===== src/agm_pkg.sv =====
package agm_pkg;
  // Register word addresses on the bus (byte addresses)
  localparam logic [7:0] ADR_CONTROL = 8'h00;
  localparam logic [7:0] ADR_FIRST_START = 8'h04;
  localparam logic [7:0] ADR_FIRST_END = 8'h08;
  localparam logic [7:0] ADR_SECOND_START = 8'h0C;
  localparam logic [7:0] ADR_SECOND_END = 8'h10;
  localparam logic [7:0] ADR_BITREV = 8'h14;
  localparam logic [7:0] ADR_STATUS = 8'h18;
  // Control field positions
  localparam int CTL_FIRST_SEL_LSB = 0;
  localparam int CTL_SECOND_SEL_LSB = 4;
  localparam int CTL_SECOND_EN_BIT = 14;
  localparam int CTL_FIRST_EN_BIT = 15;
  localparam int BITREV_EN_BIT = 15;
  // Reset values and the select code that parks a field
  localparam logic [15:0] CONTROL_RST = 16'h0000;
  localparam logic [15:0] BOUND_RST = 16'h0000;
  localparam logic [3:0] SEL_NONE = 4'hF;
  // Near data space limit of direct file-register form
  localparam int NEAR_BITS = 13;
  // Address modes
  typedef enum logic [2:0] {
    AGM_MODE_INDIRECT = 3'h0,
    AGM_MODE_POST = 3'h1,
    AGM_MODE_PRE = 3'h2,
    AGM_MODE_INDEXED = 3'h3,
    AGM_MODE_LITOFS = 3'h4,
    AGM_MODE_DIRECT = 3'h5
  } agm_mode_e;
  // Bus cycle states
  typedef enum logic [1:0] {
    AGM_BUS_IDLE = 2'b01,
    AGM_BUS_ACK = 2'b10
  } agm_bus_e;
endpackage : agm_pkg


===== src/agm_top.sv =====
// Added by the designer: the Wishbone register port and the register offsets.
`timescale 1ns/10ps
`default_nettype none
// Address generator with circular correction and register slave
module agm_top (
  // Clock, reset, enable
  input wire logic mclk_i,
  input wire logic rst_n_i,
  input wire logic ce_i,
  // Wishbone slave
  input wire logic wb_cyc_i,
  input wire logic wb_stb_i,
  input wire logic wb_we_i,
  input wire logic [7:0] wb_adr_i,
  input wire logic [3:0] wb_sel_i,
  input wire logic [31:0] wb_dat_i,
  output logic [31:0] wb_dat_o,
  output logic wb_ack_o,
  // First-space request (read generator side)
  input wire logic req_i,
  input wire logic [2:0] mode_i,
  input wire logic [3:0] ptr_sel_i,
  input wire logic [15:0] ptr_val_i,
  input wire logic [15:0] ofs_val_i,
  input wire logic [15:0] lit_i,
  input wire logic byte_i,
  input wire logic write_i,
  input wire logic move_i,
  // Multiply-accumulate prefetch request
  input wire logic mac_req_i,
  input wire logic [1:0] mac_ptr_i,
  input wire logic [1:0] mac_mode_i,
  input wire logic [15:0] mac_ptr_val_i,
  input wire logic [15:0] mac_ofs_val_i,
  // Addresses out
  output logic first_valid_o,
  output logic [15:0] first_ea_o,
  output logic first_wb_o,
  output logic [3:0] first_wb_sel_o,
  output logic [15:0] first_wb_val_o,
  output logic second_valid_o,
  output logic [15:0] second_ea_o,
  output logic second_wb_o,
  output logic [1:0] second_wb_sel_o,
  output logic [15:0] second_wb_val_o,
  output logic mac_bad_o
);
  ////////////////////////////////////////////////////////////////////////////
  // Registers
  // Software-visible state; nothing here changes unless the bus or the
  // sticky flag logic writes it, and a low clock enable holds all of it
  logic [15:0] control_q; // circular_addressing_control
  logic [15:0] first_start_q;
  logic [15:0] first_end_q;
  logic [15:0] second_start_q;
  logic [15:0] second_end_q;
  logic [15:0] bitrev_q; // Enable bit and pivot modifier
  logic mac_bad_q; // Sticky illegal prefetch form
  agm_pkg::agm_bus_e bus_q;
  logic wr_go; // Write takes effect this edge
  logic acc; // Request present
  logic [15:0] rd_val;

  // Request present on the bus
  assign acc = wb_cyc_i && wb_stb_i;
  // Write lands on the edge where the master samples ack, never earlier,
  // so a request dropped before its ack leaves the registers alone
  assign wr_go = acc && wb_we_i && wb_ack_o;

  // Ack one cycle after the request, then drop for one cycle
  // Idle takes a request; the ack state always returns to idle, so a
  // master that still holds cyc on the ack edge is not answered twice
  always_ff @(posedge mclk_i) begin
    if (!rst_n_i) begin
      bus_q <= agm_pkg::AGM_BUS_IDLE;
    end else if (ce_i) begin
      case (bus_q)
        agm_pkg::AGM_BUS_IDLE: begin
          if (acc) begin
            bus_q <= agm_pkg::AGM_BUS_ACK;
          end
        end
        agm_pkg::AGM_BUS_ACK: begin
          bus_q <= agm_pkg::AGM_BUS_IDLE;
        end
        default: begin
          bus_q <= agm_pkg::AGM_BUS_IDLE;
        end
      endcase
    end
  end
  // Ack is masked while frozen, so the master never sees an answer
  // on an edge at which the registers cannot take the write
  assign wb_ack_o = ce_i && (bus_q == agm_pkg::AGM_BUS_ACK);

  // Register writes, low two byte lanes only
  // Upper lanes are ignored: every register here is 16 bits wide
  function automatic logic [15:0] lanes(input logic [15:0] old, input logic [31:0] d,
                                        input logic [3:0] s);
    lanes = old;
    if (s[0]) begin
      lanes[7:0] = d[7:0];
    end
    if (s[1]) begin
      lanes[15:8] = d[15:8];
    end
  endfunction : lanes

  // Control register
  // A new select or enable applies from the next address request onward
  always_ff @(posedge mclk_i) begin
    if (!rst_n_i) begin
      control_q <= agm_pkg::CONTROL_RST;
    end else if (wr_go && wb_adr_i == agm_pkg::ADR_CONTROL) begin
      control_q <= lanes(control_q, wb_dat_i, wb_sel_i);
    end
  end

  // Boundary and bit-reverse registers, 16 bits each; start even, end odd
  // Bit zero is stored as written but reads back fixed, so software sees
  // the word-aligned boundaries that the comparators are meant to use
  always_ff @(posedge mclk_i) begin
    if (!rst_n_i) begin
      first_start_q <= agm_pkg::BOUND_RST;
      first_end_q <= agm_pkg::BOUND_RST;
      second_start_q <= agm_pkg::BOUND_RST;
      second_end_q <= agm_pkg::BOUND_RST;
      bitrev_q <= agm_pkg::BOUND_RST;
    end else if (wr_go) begin
      case (wb_adr_i)
        agm_pkg::ADR_FIRST_START: first_start_q <= lanes(first_start_q, wb_dat_i, wb_sel_i);
        agm_pkg::ADR_FIRST_END: first_end_q <= lanes(first_end_q, wb_dat_i, wb_sel_i);
        agm_pkg::ADR_SECOND_START: second_start_q <= lanes(second_start_q, wb_dat_i, wb_sel_i);
        agm_pkg::ADR_SECOND_END: second_end_q <= lanes(second_end_q, wb_dat_i, wb_sel_i);
        agm_pkg::ADR_BITREV: bitrev_q <= lanes(bitrev_q, wb_dat_i, wb_sel_i);
        default: begin
        end
      endcase
    end
  end

  // Read mux; unmapped addresses read zero but still ack
  // Latched when the request is taken; stands until the next access
  always_comb begin
    case (wb_adr_i)
      agm_pkg::ADR_CONTROL: rd_val = control_q;
      agm_pkg::ADR_FIRST_START: rd_val = {first_start_q[15:1], 1'b0};
      agm_pkg::ADR_FIRST_END: rd_val = {first_end_q[15:1], 1'b1};
      agm_pkg::ADR_SECOND_START: rd_val = {second_start_q[15:1], 1'b0};
      agm_pkg::ADR_SECOND_END: rd_val = {second_end_q[15:1], 1'b1};
      agm_pkg::ADR_BITREV: rd_val = bitrev_q;
      agm_pkg::ADR_STATUS: rd_val = {15'h0000, mac_bad_q};
      default: rd_val = 16'h0000;
    endcase
  end
  always_ff @(posedge mclk_i) begin
    if (!rst_n_i) begin
      wb_dat_o <= 32'h0000_0000;
    end else if (ce_i && acc && bus_q == agm_pkg::AGM_BUS_IDLE) begin
      wb_dat_o <= {16'h0000, rd_val};
    end
  end

  ////////////////////////////////////////////////////////////////////////////
  // Enables
  // A select of 15 parks the field, so circular correction is off
  // whatever the enable bit says
  logic first_on; // First-space circular armed
  logic second_on; // Second-space circular armed
  logic brev_on;
  assign first_on = control_q[agm_pkg::CTL_FIRST_EN_BIT] &&
                    (control_q[agm_pkg::CTL_FIRST_SEL_LSB +: 4] != agm_pkg::SEL_NONE);
  assign second_on = control_q[agm_pkg::CTL_SECOND_EN_BIT] &&
                     (control_q[agm_pkg::CTL_SECOND_SEL_LSB +: 4] != agm_pkg::SEL_NONE);
  assign brev_on = bitrev_q[agm_pkg::BITREV_EN_BIT];

  ////////////////////////////////////////////////////////////////////////////
  // First-space generator: instruction operands and the first two prefetch pointers, W8 and W9
  agm_pkg::agm_mode_e fm;
  logic [15:0] f_base;
  logic [15:0] f_delta;
  logic f_pre;
  logic f_circ;
  logic f_wrback;
  logic [15:0] f_ea;
  logic [15:0] f_next;
  logic [15:0] f_step; // Size of one element
  logic mac_first; // Prefetch routed to first space
  logic [15:0] mac_step;
  logic mac_idx_ok;

  assign fm = agm_pkg::agm_mode_e'(mode_i);
  assign f_step = byte_i ? 16'h0001 : 16'h0002;
  assign mac_first = !mac_ptr_i[1];
  // Post-modify amounts of 2 and 4; indexed only on W9 and W11
  assign mac_step = {13'h0000, mac_mode_i, 1'b0};
  assign mac_idx_ok = mac_ptr_i[0];

  // Instruction request first; a first-space prefetch only when none is present
  // Defaults: pre-added sum, no write-back, zero modifier
  always_comb begin
    // Memory operand reached through a pointer register, except in the direct form
    f_base = ptr_val_i;
    f_delta = 16'h0000;
    f_pre = 1'b1;
    f_wrback = 1'b0;
    if (!req_i && mac_req_i && mac_first) begin
      // Prefetch post-modify uses the old pointer; indexed adds the offset
      f_base = mac_ptr_val_i;
      f_pre = 1'b0;
      f_wrback = (mac_mode_i != 2'b00) && (mac_mode_i != 2'b11);
      f_delta = (mac_mode_i == 2'b11) ? mac_ofs_val_i : mac_step;
      f_pre = (mac_mode_i == 2'b11);
    end else begin
      case (fm)
        agm_pkg::AGM_MODE_INDIRECT: f_pre = 1'b0;
        agm_pkg::AGM_MODE_POST: begin
          // Literal bit 15 picks the direction; the step is one element
          f_pre = 1'b0;
          f_wrback = 1'b1;
          f_delta = lit_i[15] ? 16'(-f_step) : f_step;
        end
        agm_pkg::AGM_MODE_PRE: begin
          f_wrback = 1'b1;
          f_delta = lit_i[15] ? 16'(-f_step) : f_step;
        end
        agm_pkg::AGM_MODE_INDEXED: f_delta = ofs_val_i;
        agm_pkg::AGM_MODE_LITOFS: f_delta = lit_i;
        agm_pkg::AGM_MODE_DIRECT: begin
          // Move reaches all of data space, others only the near region
          // Near region is the lowest 8192 bytes: upper three bits forced low
          f_base = move_i ? lit_i : {3'b000, lit_i[agm_pkg::NEAR_BITS-1:0]};
        end
        default: f_pre = 1'b0;
      endcase
    end
  end

  // Circular only on selected pointer; bit-reverse beats it for writes
  // Direct addresses never wrap: they are not formed from a pointer
  // An instruction write loses correction while bit-reverse is armed
  always_comb begin
    f_circ = first_on && (fm != agm_pkg::AGM_MODE_DIRECT || (!req_i && mac_req_i)) &&
             (req_i ? ptr_sel_i : {2'b10, mac_ptr_i}) ==
             control_q[agm_pkg::CTL_FIRST_SEL_LSB +: 4];
    if (req_i && write_i && brev_on) begin
      f_circ = 1'b0;
    end
  end

  agm_wrap u_first (
    .base_i(f_base),
    .delta_i(f_delta),
    .pre_i(f_pre),
    .circ_i(f_circ),
    .start_i(first_start_q),
    .end_i(first_end_q),
    // Byte data allowed here, so bit zero is left alone
    .word_i(1'b0),
    .ea_o(f_ea),
    .next_o(f_next)
  );

  ////////////////////////////////////////////////////////////////////////////
  // Second-space generator: word reads from W10 and W11 only
  // Serves prefetch reads only; instruction requests never reach it
  // Pointer numbers 10 and 11 are formed by prefixing binary 10
  logic s_go;
  logic [15:0] s_delta;
  logic s_circ;
  logic [15:0] s_ea;
  logic [15:0] s_next;
  assign s_go = mac_req_i && !mac_first;
  assign s_delta = (mac_mode_i == 2'b11) ? mac_ofs_val_i : mac_step;
  assign s_circ = second_on && ({2'b10, mac_ptr_i} ==
                  control_q[agm_pkg::CTL_SECOND_SEL_LSB +: 4]);

  agm_wrap u_second (
    .base_i(mac_ptr_val_i),
    .delta_i(s_delta),
    .pre_i(mac_mode_i == 2'b11),
    .circ_i(s_circ),
    .start_i(second_start_q),
    .end_i(second_end_q),
    .word_i(1'b1),
    .ea_o(s_ea),
    .next_o(s_next)
  );

  ////////////////////////////////////////////////////////////////////////////
  // Registered outputs; offset forms never write the pointer back
  // Each result stands one cycle; the consumer takes it at the next edge
  always_ff @(posedge mclk_i) begin
    if (!rst_n_i) begin
      first_valid_o <= 1'b0;
      first_ea_o <= 16'h0000;
      first_wb_o <= 1'b0;
      first_wb_sel_o <= 4'h0;
      first_wb_val_o <= 16'h0000;
    end else if (ce_i) begin
      first_valid_o <= req_i || (mac_req_i && mac_first);
      first_ea_o <= f_ea;
      // A second-space prefetch must not raise the first-space write-back
      first_wb_o <= f_wrback && (req_i || (mac_req_i && mac_first));
      first_wb_sel_o <= req_i ? ptr_sel_i : {2'b10, mac_ptr_i};
      first_wb_val_o <= f_next;
    end
  end

  // Second-space output registers
  always_ff @(posedge mclk_i) begin
    if (!rst_n_i) begin
      second_valid_o <= 1'b0;
      second_ea_o <= 16'h0000;
      second_wb_o <= 1'b0;
      second_wb_sel_o <= 2'b00;
      second_wb_val_o <= 16'h0000;
    end else if (ce_i) begin
      second_valid_o <= s_go;
      second_ea_o <= {s_ea[15:1], 1'b0};
      second_wb_o <= s_go && mac_mode_i != 2'b00 && mac_mode_i != 2'b11;
      second_wb_sel_o <= mac_ptr_i;
      second_wb_val_o <= s_next;
    end
  end

  // Sticky illegal-index flag; an indexed prefetch on the first or third
  // prefetch pointer has no legal meaning, so software is told of it
  always_ff @(posedge mclk_i) begin
    if (!rst_n_i) begin
      mac_bad_q <= 1'b0;
    end else if (ce_i) begin
      // Set wins over clear by write of the status word
      if (mac_req_i && mac_mode_i == 2'b11 && !mac_idx_ok) begin
        mac_bad_q <= 1'b1;
      end else if (wr_go && wb_adr_i == agm_pkg::ADR_STATUS && wb_sel_i[0] && wb_dat_i[0]) begin
        // Writing one to bit zero clears
        mac_bad_q <= 1'b0;
      end
    end
  end
  // Flag is visible as a pin as well as in the status word
  assign mac_bad_o = mac_bad_q;
endmodule : agm_top
`default_nettype wire


===== src/agm_wrap.sv =====
`timescale 1ns/10ps
`default_nettype none
// One address lane: adds the modifier and applies circular correction
module agm_wrap (
  // Operands
  input wire logic [15:0] base_i,
  input wire logic [15:0] delta_i,
  input wire logic pre_i,
  // Circular setup
  input wire logic circ_i,
  input wire logic [15:0] start_i,
  input wire logic [15:0] end_i,
  input wire logic word_i,
  // Results
  output logic [15:0] ea_o,
  output logic [15:0] next_o
);
  logic [15:0] sum; // Modified pointer
  logic [15:0] len; // Buffer length in bytes
  logic [15:0] fix; // Corrected pointer
  always_comb begin
    sum = base_i + delta_i;
    len = 16'(end_i - start_i + 16'h0001);
    fix = sum;
    if (circ_i) begin
      // Compare, not equality, so jumps past a bound still wrap
      if (!delta_i[15] && sum > end_i) begin
        fix = 16'(sum - len);
      end else if (delta_i[15] && sum < start_i) begin
        fix = 16'(sum + len);
      end
      if (word_i) begin
        fix[0] = 1'b0;
      end
    end
    next_o = fix;
    // Pre-modify and offset forms use the corrected sum; post uses the base
    ea_o = pre_i ? fix : base_i;
  end
endmodule : agm_wrap
`default_nettype wire


===== config.mk =====
export PLATFORM = sky130hd
export DESIGN_NAME = agm_top
export DESIGN_NICKNAME = d
export VERILOG_FILES = /design/src/agm_pkg.sv /design/src/agm_top.sv /design/src/agm_wrap.sv
export SDC_FILE = /design/constraint.sdc
export NUM_CORES = 1
export LEC_CHECK = 0
export BUFFER_PORTS_ARGS = -buffer_cell sky130_fd_sc_hd__buf_2
export CELL_PAD_IN_SITES_DETAIL_PLACEMENT = 0
export CELL_PAD_IN_SITES_GLOBAL_PLACEMENT = 1
export CORE_MARGIN = 2
export CORE_UTILIZATION = 43
export DETAILED_ROUTE_END_ITERATION = 10
export GPL_TIMING_DRIVEN = 0
export PLACE_DENSITY = 0.91
export SETUP_SLACK_MARGIN = 0.05
export SLEW_MARGIN = 30
export SYNTH_ARGS = -nofsm -noshare
export SYNTH_HDL_FRONTEND = slang
export SYNTH_SLANG_ARGS = --single-unit

===== constraint.sdc =====
create_clock -name mclk_i -period 6.2 [get_ports mclk_i]
set_input_delay 0.31 -clock mclk_i [delete_from_list [all_inputs] [get_ports mclk_i]]
set_output_delay 0.31 -clock mclk_i [all_outputs]
set_load 0.01 [all_outputs]

==> key figures, run 1 <==
Run status
  • Status: complete, no violations

Floorplan
  • Die area: 0.0403 sq mm
  • Core ar.: 0.0384 sq mm
  • Initial Utilization: 43.3%
  • Die height: 201 um
  • Site row count: 72
  • Io pins: 254
  • Die W: 201 um

Synthesis
  • Register area share after synthesis: 22.6%
  • Top-area cell type share of the netlist area: 22.6%
  • Main synth FF type: dfxtp_1
  • FFs w/ async S/R, synth: 0%
  • Largest cells by area after synthesis: dfxtp_1 23%, ha_1 16%, mux2i_1 8.4%
  • Largest area contributor in the netlist: dfxtp_1
  • Number of synthesized flops with an enable pin: 0
  • Mean post-synth cell area: 7.84 sq um
  • Warnings from Yosys: 0
  • FF+latch count, synth: 188
  • Synth Instances: 2,122
  • Syn Std Cell Area: 0.0166 sq mm
  • Yosys cell types: 86

Timing
  • Period utilization: 96.1%
  • Worst rel slew slack: 32.6%
  • Hold Violations, Final: 0
  • Worst-margin pin slew: 1.00 ns
  • Setup repair after global routing missed its margin: no
  • Setup_tns: 0 ns
  • Min Tclk post-route: 5.96 ns
  • Worst Skew: 0.0273 ns
  • Slew Limit Fails: 0
  • Max Freq: 168 MHz
  • Setup violations, final: 0

Placement
  • HPWL after DPL: 52,200 um
  • GPL Wtd Cong: 1.01
  • IO buf count: 216
  • Cell area after placement: 0.0185 sq mm

Global routing
  • Initial antenna violation count: 2
  • First-pass GRT wire length: 96,400 um
  • Vias in the first global route: 16,400
  • Tot GR Track Use: 31.0%
  • Largest net degree at the start of global routing: 20
  • GRT overflow: 0

Drt
  • Pre-antenna DRT Iters: 8
  • Routed len/inst: 22.2 um
  • Drt drc: 0
  • DR iter-0 viols: 1,915
  • Vias: 17,500
  • DRT Wirelength: 64,800 um
  • DRT antenna net count: 0
  • Via density: 5.99

Worst hold path
  • Type of the most critical hold path: primary input to flip-flop

Pwr
  • Leakage: 8.64 nW
  • Cell Int Power: 0.00243 W
  • Clock power frac: 30.0%
  • Psw: 0.00154 W
  • Sequential power share: 32.3%
  • Switch share: 38.8%
  • Pwr dens: 203 mW/mm^2
  • Combinational Power Share: 37.7%
  • Worst vdd ir: 0.193 mV

Final layout
  • Share of cells above drive strength 1: 16.6%
  • Ant. Diodes: 0
  • Fin util: 50.9%
  • Design area: 0.0195 sq mm
  • Nets: 2,748
  • Area growth, synth to finish: 17.4%

Clocking
  • Clk pin slew, worst setup/hold paths: 0.07 ns
  • H-tree levels: 4
  • Cts bufs inserted: 17
  • Clock Latency Late Sink: 0.48 ns
  • Root Buffer: clkbuf_16
  • CTS Sinks: 188
  • CTS max path bufs: 2
  • CTS tree: built

Setup path
  • WP data required: 6.57 ns
  • CP Capture Type: flip-flop
  • Worst Path Arrival: 6.33 ns
  • Crit-path max FO: 10
  • Startpoint Class: primary input
  • WS Path Type: primary input to flip-flop

Flow run
  • Max-Cap Viols: 0
-- power by group through the flow --
| stage | Sequential [W] | Combinational [W] | Clock (W) |
|---|---|---|---|
| final | 0.00128 | 0.00150 | 0.00119 |
| after global routing | 0.00129 | 0.00162 | 0.00124 |
| after CTS | 0.00128 | 0.00140 | 0.00118 |
| after detailed placement | 0.00131 | 0.00136 | 0 |
| after global placement | 0.00131 | 0.00134 | 0 |
| after floorplan | 0.00132 | 0.000877 | 0 |
-- Yosys cell counts, drive strengths merged, types with 25 or more instances --
cell,count
clkbuf,70
ha,210
xnor2,41
nand3,41
nor3,41
xor2,25
inv,157
a21oi,203
a21o,39
a211oi,28
o21ai,109
nor2,264
mux2i,139
nand2,138
dfxtp,188
buf,42
-- critical path: stages --
cell	delay, ns
buf_2	0.20
nor2b_2	0.17
and2_1	0.21
clkbuf_4	0.22
clkbuf_4	0.23
clkbuf_4	0.23
nand2_1	0.06
o21ai_0	0.15
ha_2	0.28
inv_1	0.05
fa_1	0.41
nor2b_1	0.15
o21ai_1	0.10
a21oi_2	0.19
o211ai_1	0.13
nand2_1	0.14
a21o_1	0.21
o41a_1	0.27
xor2_4	0.34
ha_1	0.32
a21o_1	0.17
a211o_1	0.36
a211oi_4	0.43
o22ai_1	0.17
a222oi_1	0.41
a211oi_2	0.13
o311ai_2	0.26
-- per-layer routing --
| layer | wire [um] | vias to the layer above | GRT usage, % |
|---|---|---|---|
| met4 | 2350 | 2 | 11.7 |
| met3 | 5680 | 135 | 5.54 |
| met2 | 29100 | 863 | 50.3 |
| li1 | - | 8160 | - |
| met1 | 27600 | 8308 | 41.1 |
| met5 | 16 | - | 0 |
-- final cells by class --
| class | count | area [sq um] |
|---|---|---|
| Clock inverter | 15 | 196 |
| Timing Repair Buffer | 228 | 1170 |
| Multi-Input combinational cell | 1680 | 12200 |
| Sequential cell | 188 | 3760 |
| Fill cell | 3821 | 18800 |
| Inverter | 158 | 593 |
| Clock buffer | 17 | 425 |
| Tap cell | 518 | 648 |
| Buffer | 111 | 541 |
-- cell usage in the layout, fill, tap and decap left out, types with 19 or more instances in the layout --
cell type / n
nor3_1: 38
a21o_1: 39
xnor2_1: 34
ha_1: 207
buf_2: 227
o21bai_1: 20
nand3_1: 39
a21oi_1: 196
o21a_1: 22
clkbuf_1: 53
mux2i_1: 139
nor2b_1: 19
a211oi_1: 22
o21ai_0: 99
nand2_1: 138
buf_4: 31
and2_1: 21
nand2b_1: 24
xor2_1: 19
o211ai_1: 24
nor2_1: 261
inv_1: 157
dfxtp_1: 188
-- path summary, 6_finish.rpt --
kind	from	to	slack [ns]	cells after the start
worst max-delay path	req_i	first_ea_o[14]$_SDFFE_PN0P_	0.24	27
worst min register to register	first_wb_val_o[13]$_SDFFE_PN0P_	first_wb_val_o[13]$_SDFFE_PN0P_	0.47	2
worst max register to register	second_start_q[2]$_SDFFE_PN0P_	second_ea_o[15]$_SDFFE_PN0P_	1.03	20
worst min-delay path	mac_ptr_val_i[11]	second_ea_o[11]$_SDFFE_PN0P_	0.16	3
-- logic make-up after synthesis --
logic type	Yosys count	share of synthesized area [%]
mux	142	8.57
xor+xnor	67	3.61
buf+inv	270	6.59
compound gates	617	24.8
fa+ha+maj	218	16.8
simple gates	619	17.0
flops	188	22.6
other cells	1	0.0226
-- per-stage QoR --
| step | total power (W) | setup slack, ns | std cells | hold WS [ns] |
|---|---|---|---|---|
| 2_1_floorplan | 0.00220 | 0.665 | 2138 | 0.454 |
| 3_3_place_gp | 0.00265 | -1.52 | 2872 | 0.459 |
| 3_5_place_dp | 0.00267 | -1.49 | 2872 | 0.465 |
| 4_1_cts | 0.00387 | 0.0151 | 2905 | 0.150 |
| 5_1_grt | 0.00414 | 0.0120 | 2915 | 0.167 |
| 6_report | 0.00397 | 0.241 | 2915 | 0.158 |
-- registers in the layout, summed over array words and instances, names as in the netlist --
signal	flops
second_wb_o	1
first_wb_o	1
second_ea_o	15
first_wb_val_o	16
first_valid_o	1
second_wb_sel_o	2
second_valid_o	1
second_wb_val_o	16
second_start_q	16
control_q	16
first_ea_o	16
first_start_q	16
mac_bad_o	1
wb_dat_o	16
bitrev_q	16
bus_q	2
second_end_q	16
first_wb_sel_o	4
first_end_q	16
-- timing repair --
action / 4_1_cts / 5_1_grt
endpoints found under the hold margin: 0 / 0
gates resized for setup: 30 / 61
pin swaps: 1 / 8
buffers inserted: 2 / 10
setup endpoints to repair: 62 / 62
hold buffers: 0 / 0
No activity file was read; power rests on OpenSTA's default activity.
==> run 2: changes to the inputs <==
Settings changed: RECOVER_POWER set to 50.
==> run 2 against run 1 <==
First-iteration DRC count fell by 4.9%. Total power down 0.20%. Via count is 0.44% higher. Critical path depth fell by 2. Hold slack better by 0.00071 ns. Worst setup slack worse by 0.0047 ns. Final area decreased by 0.69%. Non-clock buffer count did not move. Clock skew shrank 0.0013 ns. Largest cell class unchanged. Largest power group unchanged. Highest routed layer unchanged.
==> key figures, run 2 (same netlist as run 1, synthesis figures left out) <==
Global routing
  • Vias in the first global route: 16,400 (unchanged)
  • Largest net degree at the start of global routing: 20 (unchanged)
  • Tot GR Track Use: 31.0% (unchanged)
  • First-pass GRT wire length: 96,400 um (unchanged)
  • GRT overflow: 0 (unchanged)
  • Initial antenna violation count: 2 (unchanged)

Final layout
  • Ant. Diodes: 0 (unchanged)
  • Most frequent cells in the layout: 262 x nor2_1, 207 x ha_1, 196 x a21oi_1 (was 261 x nor2_1, 227 x buf_2, 207 x ha_1)
  • Commonest non-fill, non-tap cell in the layout: nor2_1 (unchanged)
  • Area growth, synth to finish: 16.6% (was 17.4%)
  • Design area: 0.0194 sq mm (was 0.0195 sq mm)
  • Share of cells above drive strength 1: 12.5% (was 16.6%)
  • Nets: 2,748 (unchanged)

Timing
  • Worst-margin pin slew: 1.13 ns (was 1.00 ns)
  • Worst Skew: 0.0260 ns (was 0.0273 ns)
  • Slew Limit Fails: 0 (unchanged)
  • Min Tclk post-route: 5.96 ns (about the same)
  • Setup_tns: 0 ns (unchanged)
  • Worst rel slew slack: 24.4% (was 32.6%)
  • Hold_ws: 0.159 ns (was 0.158 ns)
  • Setup violations, final: 0 (unchanged)
  • Max Freq: 168 MHz (about the same)
  • Setup repair after global routing missed its margin: no (unchanged)
  • Period utilization: 96.2% (was 96.1%)
  • Hold Violations, Final: 0 (unchanged)

Clocking
  • CTS Sinks: 188 (unchanged)
  • CTS tree: built (unchanged)
  • Clk pin slew, worst setup/hold paths: 0.07 ns (about the same)
  • Root Buffer: clkbuf_16 (unchanged)
  • H-tree levels: 4 (unchanged)
  • Cts bufs inserted: 17 (unchanged)
  • CTS max path bufs: 2 (unchanged)
  • Clock Latency Late Sink: 0.48 ns (about the same)

Drt
  • Drt drc: 0 (unchanged)
  • Top layer in use: met5 (unchanged)
  • DRT Wirelength: 64,900 um (was 64,800 um)
  • Pre-antenna DRT Iters: 8 (unchanged)
  • DRT antenna net count: 0 (unchanged)
  • DR iter-0 viols: 1,821 (was 1,915)
  • Vias: 17,500 (about the same)
  • Detail Route met2 WL: 29,400 um (was 29,100 um)
  • Routed len/inst: 22.3 um (was 22.2 um)
  • Met1 WL: 27,500 um (was 27,600 um)
  • WL met3: 5840 um (was 5680 um)
  • Via density: 6.02 (was 5.99)

Setup path
  • Startpoint Class: primary input (unchanged)
  • WP data required: 6.56 ns (was 6.57 ns)
  • Critical Path Source: mac_mode_i[1] (was req_i)
  • Crit-path max FO: 10 (unchanged)
  • WS Path Type: primary input to flip-flop (unchanged)
  • CP Capture Type: flip-flop (unchanged)
  • Worst R2R Start: second_start_q[2]$_SDFFE_PN0P_ (unchanged)
  • Worst Path Arrival: 6.32 ns (was 6.33 ns)

Flow run
  • Max-Cap Viols: 0 (unchanged)

Floorplan
  • Die height: 201 um (unchanged)
  • Core ar.: 0.0384 sq mm (unchanged)
  • Io pins: 254 (unchanged)
  • Die W: 201 um (unchanged)
  • Die area: 0.0403 sq mm (unchanged)
  • Site row count: 72 (unchanged)
  • Initial Utilization: 43.3% (unchanged)

Pwr
  • Leakage: 8.26 nW (was 8.64 nW)
  • Worst vdd ir: 0.193 mV (about the same)
  • Pwr dens: 204 mW/mm^2 (was 203 mW/mm^2)

Placement
  • GPL Wtd Cong: 1.01 (unchanged)
  • IO buf count: 216 (unchanged)
  • Cell area after placement: 0.0185 sq mm (unchanged)
  • HPWL after DPL: 52,200 um (unchanged)

Run status
  • Status: complete, no violations (unchanged)

Worst hold path
  • Type of the most critical hold path: primary input to flip-flop (unchanged)
  • Hold Startpoint: mac_ptr_val_i[11] (unchanged)
## run 2: changes by cell type in the layout (fill, tap and decap cells not counted)
cell / delta
nor2_1: +1
clkbuf_1: +101
buf_1: -4
nor2_2: -1
nor3b_1: +1
nor3b_2: -1
nor3_1: +1
buf_2: -97
nor3_2: -1
## run 2: final timing paths
path                                  endpoint  slack (ns)  cells past startpoint
setup / recovery   second_ea_o[2]$_SDFFE_PN0P_        0.24                     25
hold / removal    second_ea_o[11]$_SDFFE_PN0P_        0.16                      3
setup reg to reg  second_ea_o[15]$_SDFFE_PN0P_        1.04                     20
hold reg to reg    second_valid_o$_SDFFE_PN0P_        0.48                      2
## run 2: critical path: stages
cell and delay [ns]:
buf_2 0.11, ha_1 0.34, buf_4 0.30, and2_1 0.21
ha_1 0.20, inv_1 0.07, fa_1 0.43, nand2b_1 0.16
a21boi_0 0.24, o21ai_0 0.20, a31o_2 0.30, a31oi_2 0.24
nor4_1 0.09, a211o_1 0.43, ha_1 0.26, or3_1 0.34
a221oi_1 0.21, o21ai_0 0.19, o21ai_1 0.32, clkbuf_2 0.34
a2bb2oi_1 0.20, a21oi_1 0.09, a22oi_1 0.31, a21oi_1 0.18
a31o_2 0.23
## run 2: power breakdown
part           switching (W)  leakage (nW)  total, W  internal (W)
clock               0.000574         0.297   0.00119      0.000618
sequential         0.0000354          1.53   0.00129       0.00125
combinational       0.000936          6.43   0.00149      0.000551
total                0.00155          8.26   0.00396       0.00242
## run 2: what timing repair did
action	in CTS	in global routing
endpoints found under the setup margin	62	62
gates resized for setup	30	61
setup buffers	2	10
cloned	0	0
pin swaps	1	8
hold buffers	0	0
## run 2: layer usage
layer | GRT usage [%] | vias up
met1 | 41.1 | 8396
met5 | 0 | -
li1 | - | 8171
met2 | 50.3 | 836
met4 | 11.7 | 2
met3 | 5.54 | 139
## run 2: through the flow
| step | std cells | utilization [%] | power [W] | worst slack (ns) |
|---|---|---|---|---|
| 3_3_place_gp | 2872 | 48.0 | 0.00265 | -1.52 |
| 6_report | 2915 | 50.5 | 0.00396 | 0.236 |
| 4_1_cts | 2905 | 50.1 | 0.00387 | 0.0151 |
| 2_1_floorplan | 2138 | - | 0.00220 | 0.665 |
| 3_5_place_dp | 2872 | 48.1 | 0.00267 | -1.49 |
| 5_1_grt | 2915 | 50.5 | 0.00413 | 0.0120 |
## run 2: layout make-up
type | instances | area, sq um
Buffer | 111 | 536
Clock buffer | 17 | 425
Clock inverter | 15 | 196
Fill cell | 3867 | 19000
Inverter | 158 | 593
Multi-Input combinational cell | 1680 | 12200
Sequential cell | 188 | 3760
Tap cell | 518 | 648
Timing Repair Buffer | 228 | 1050
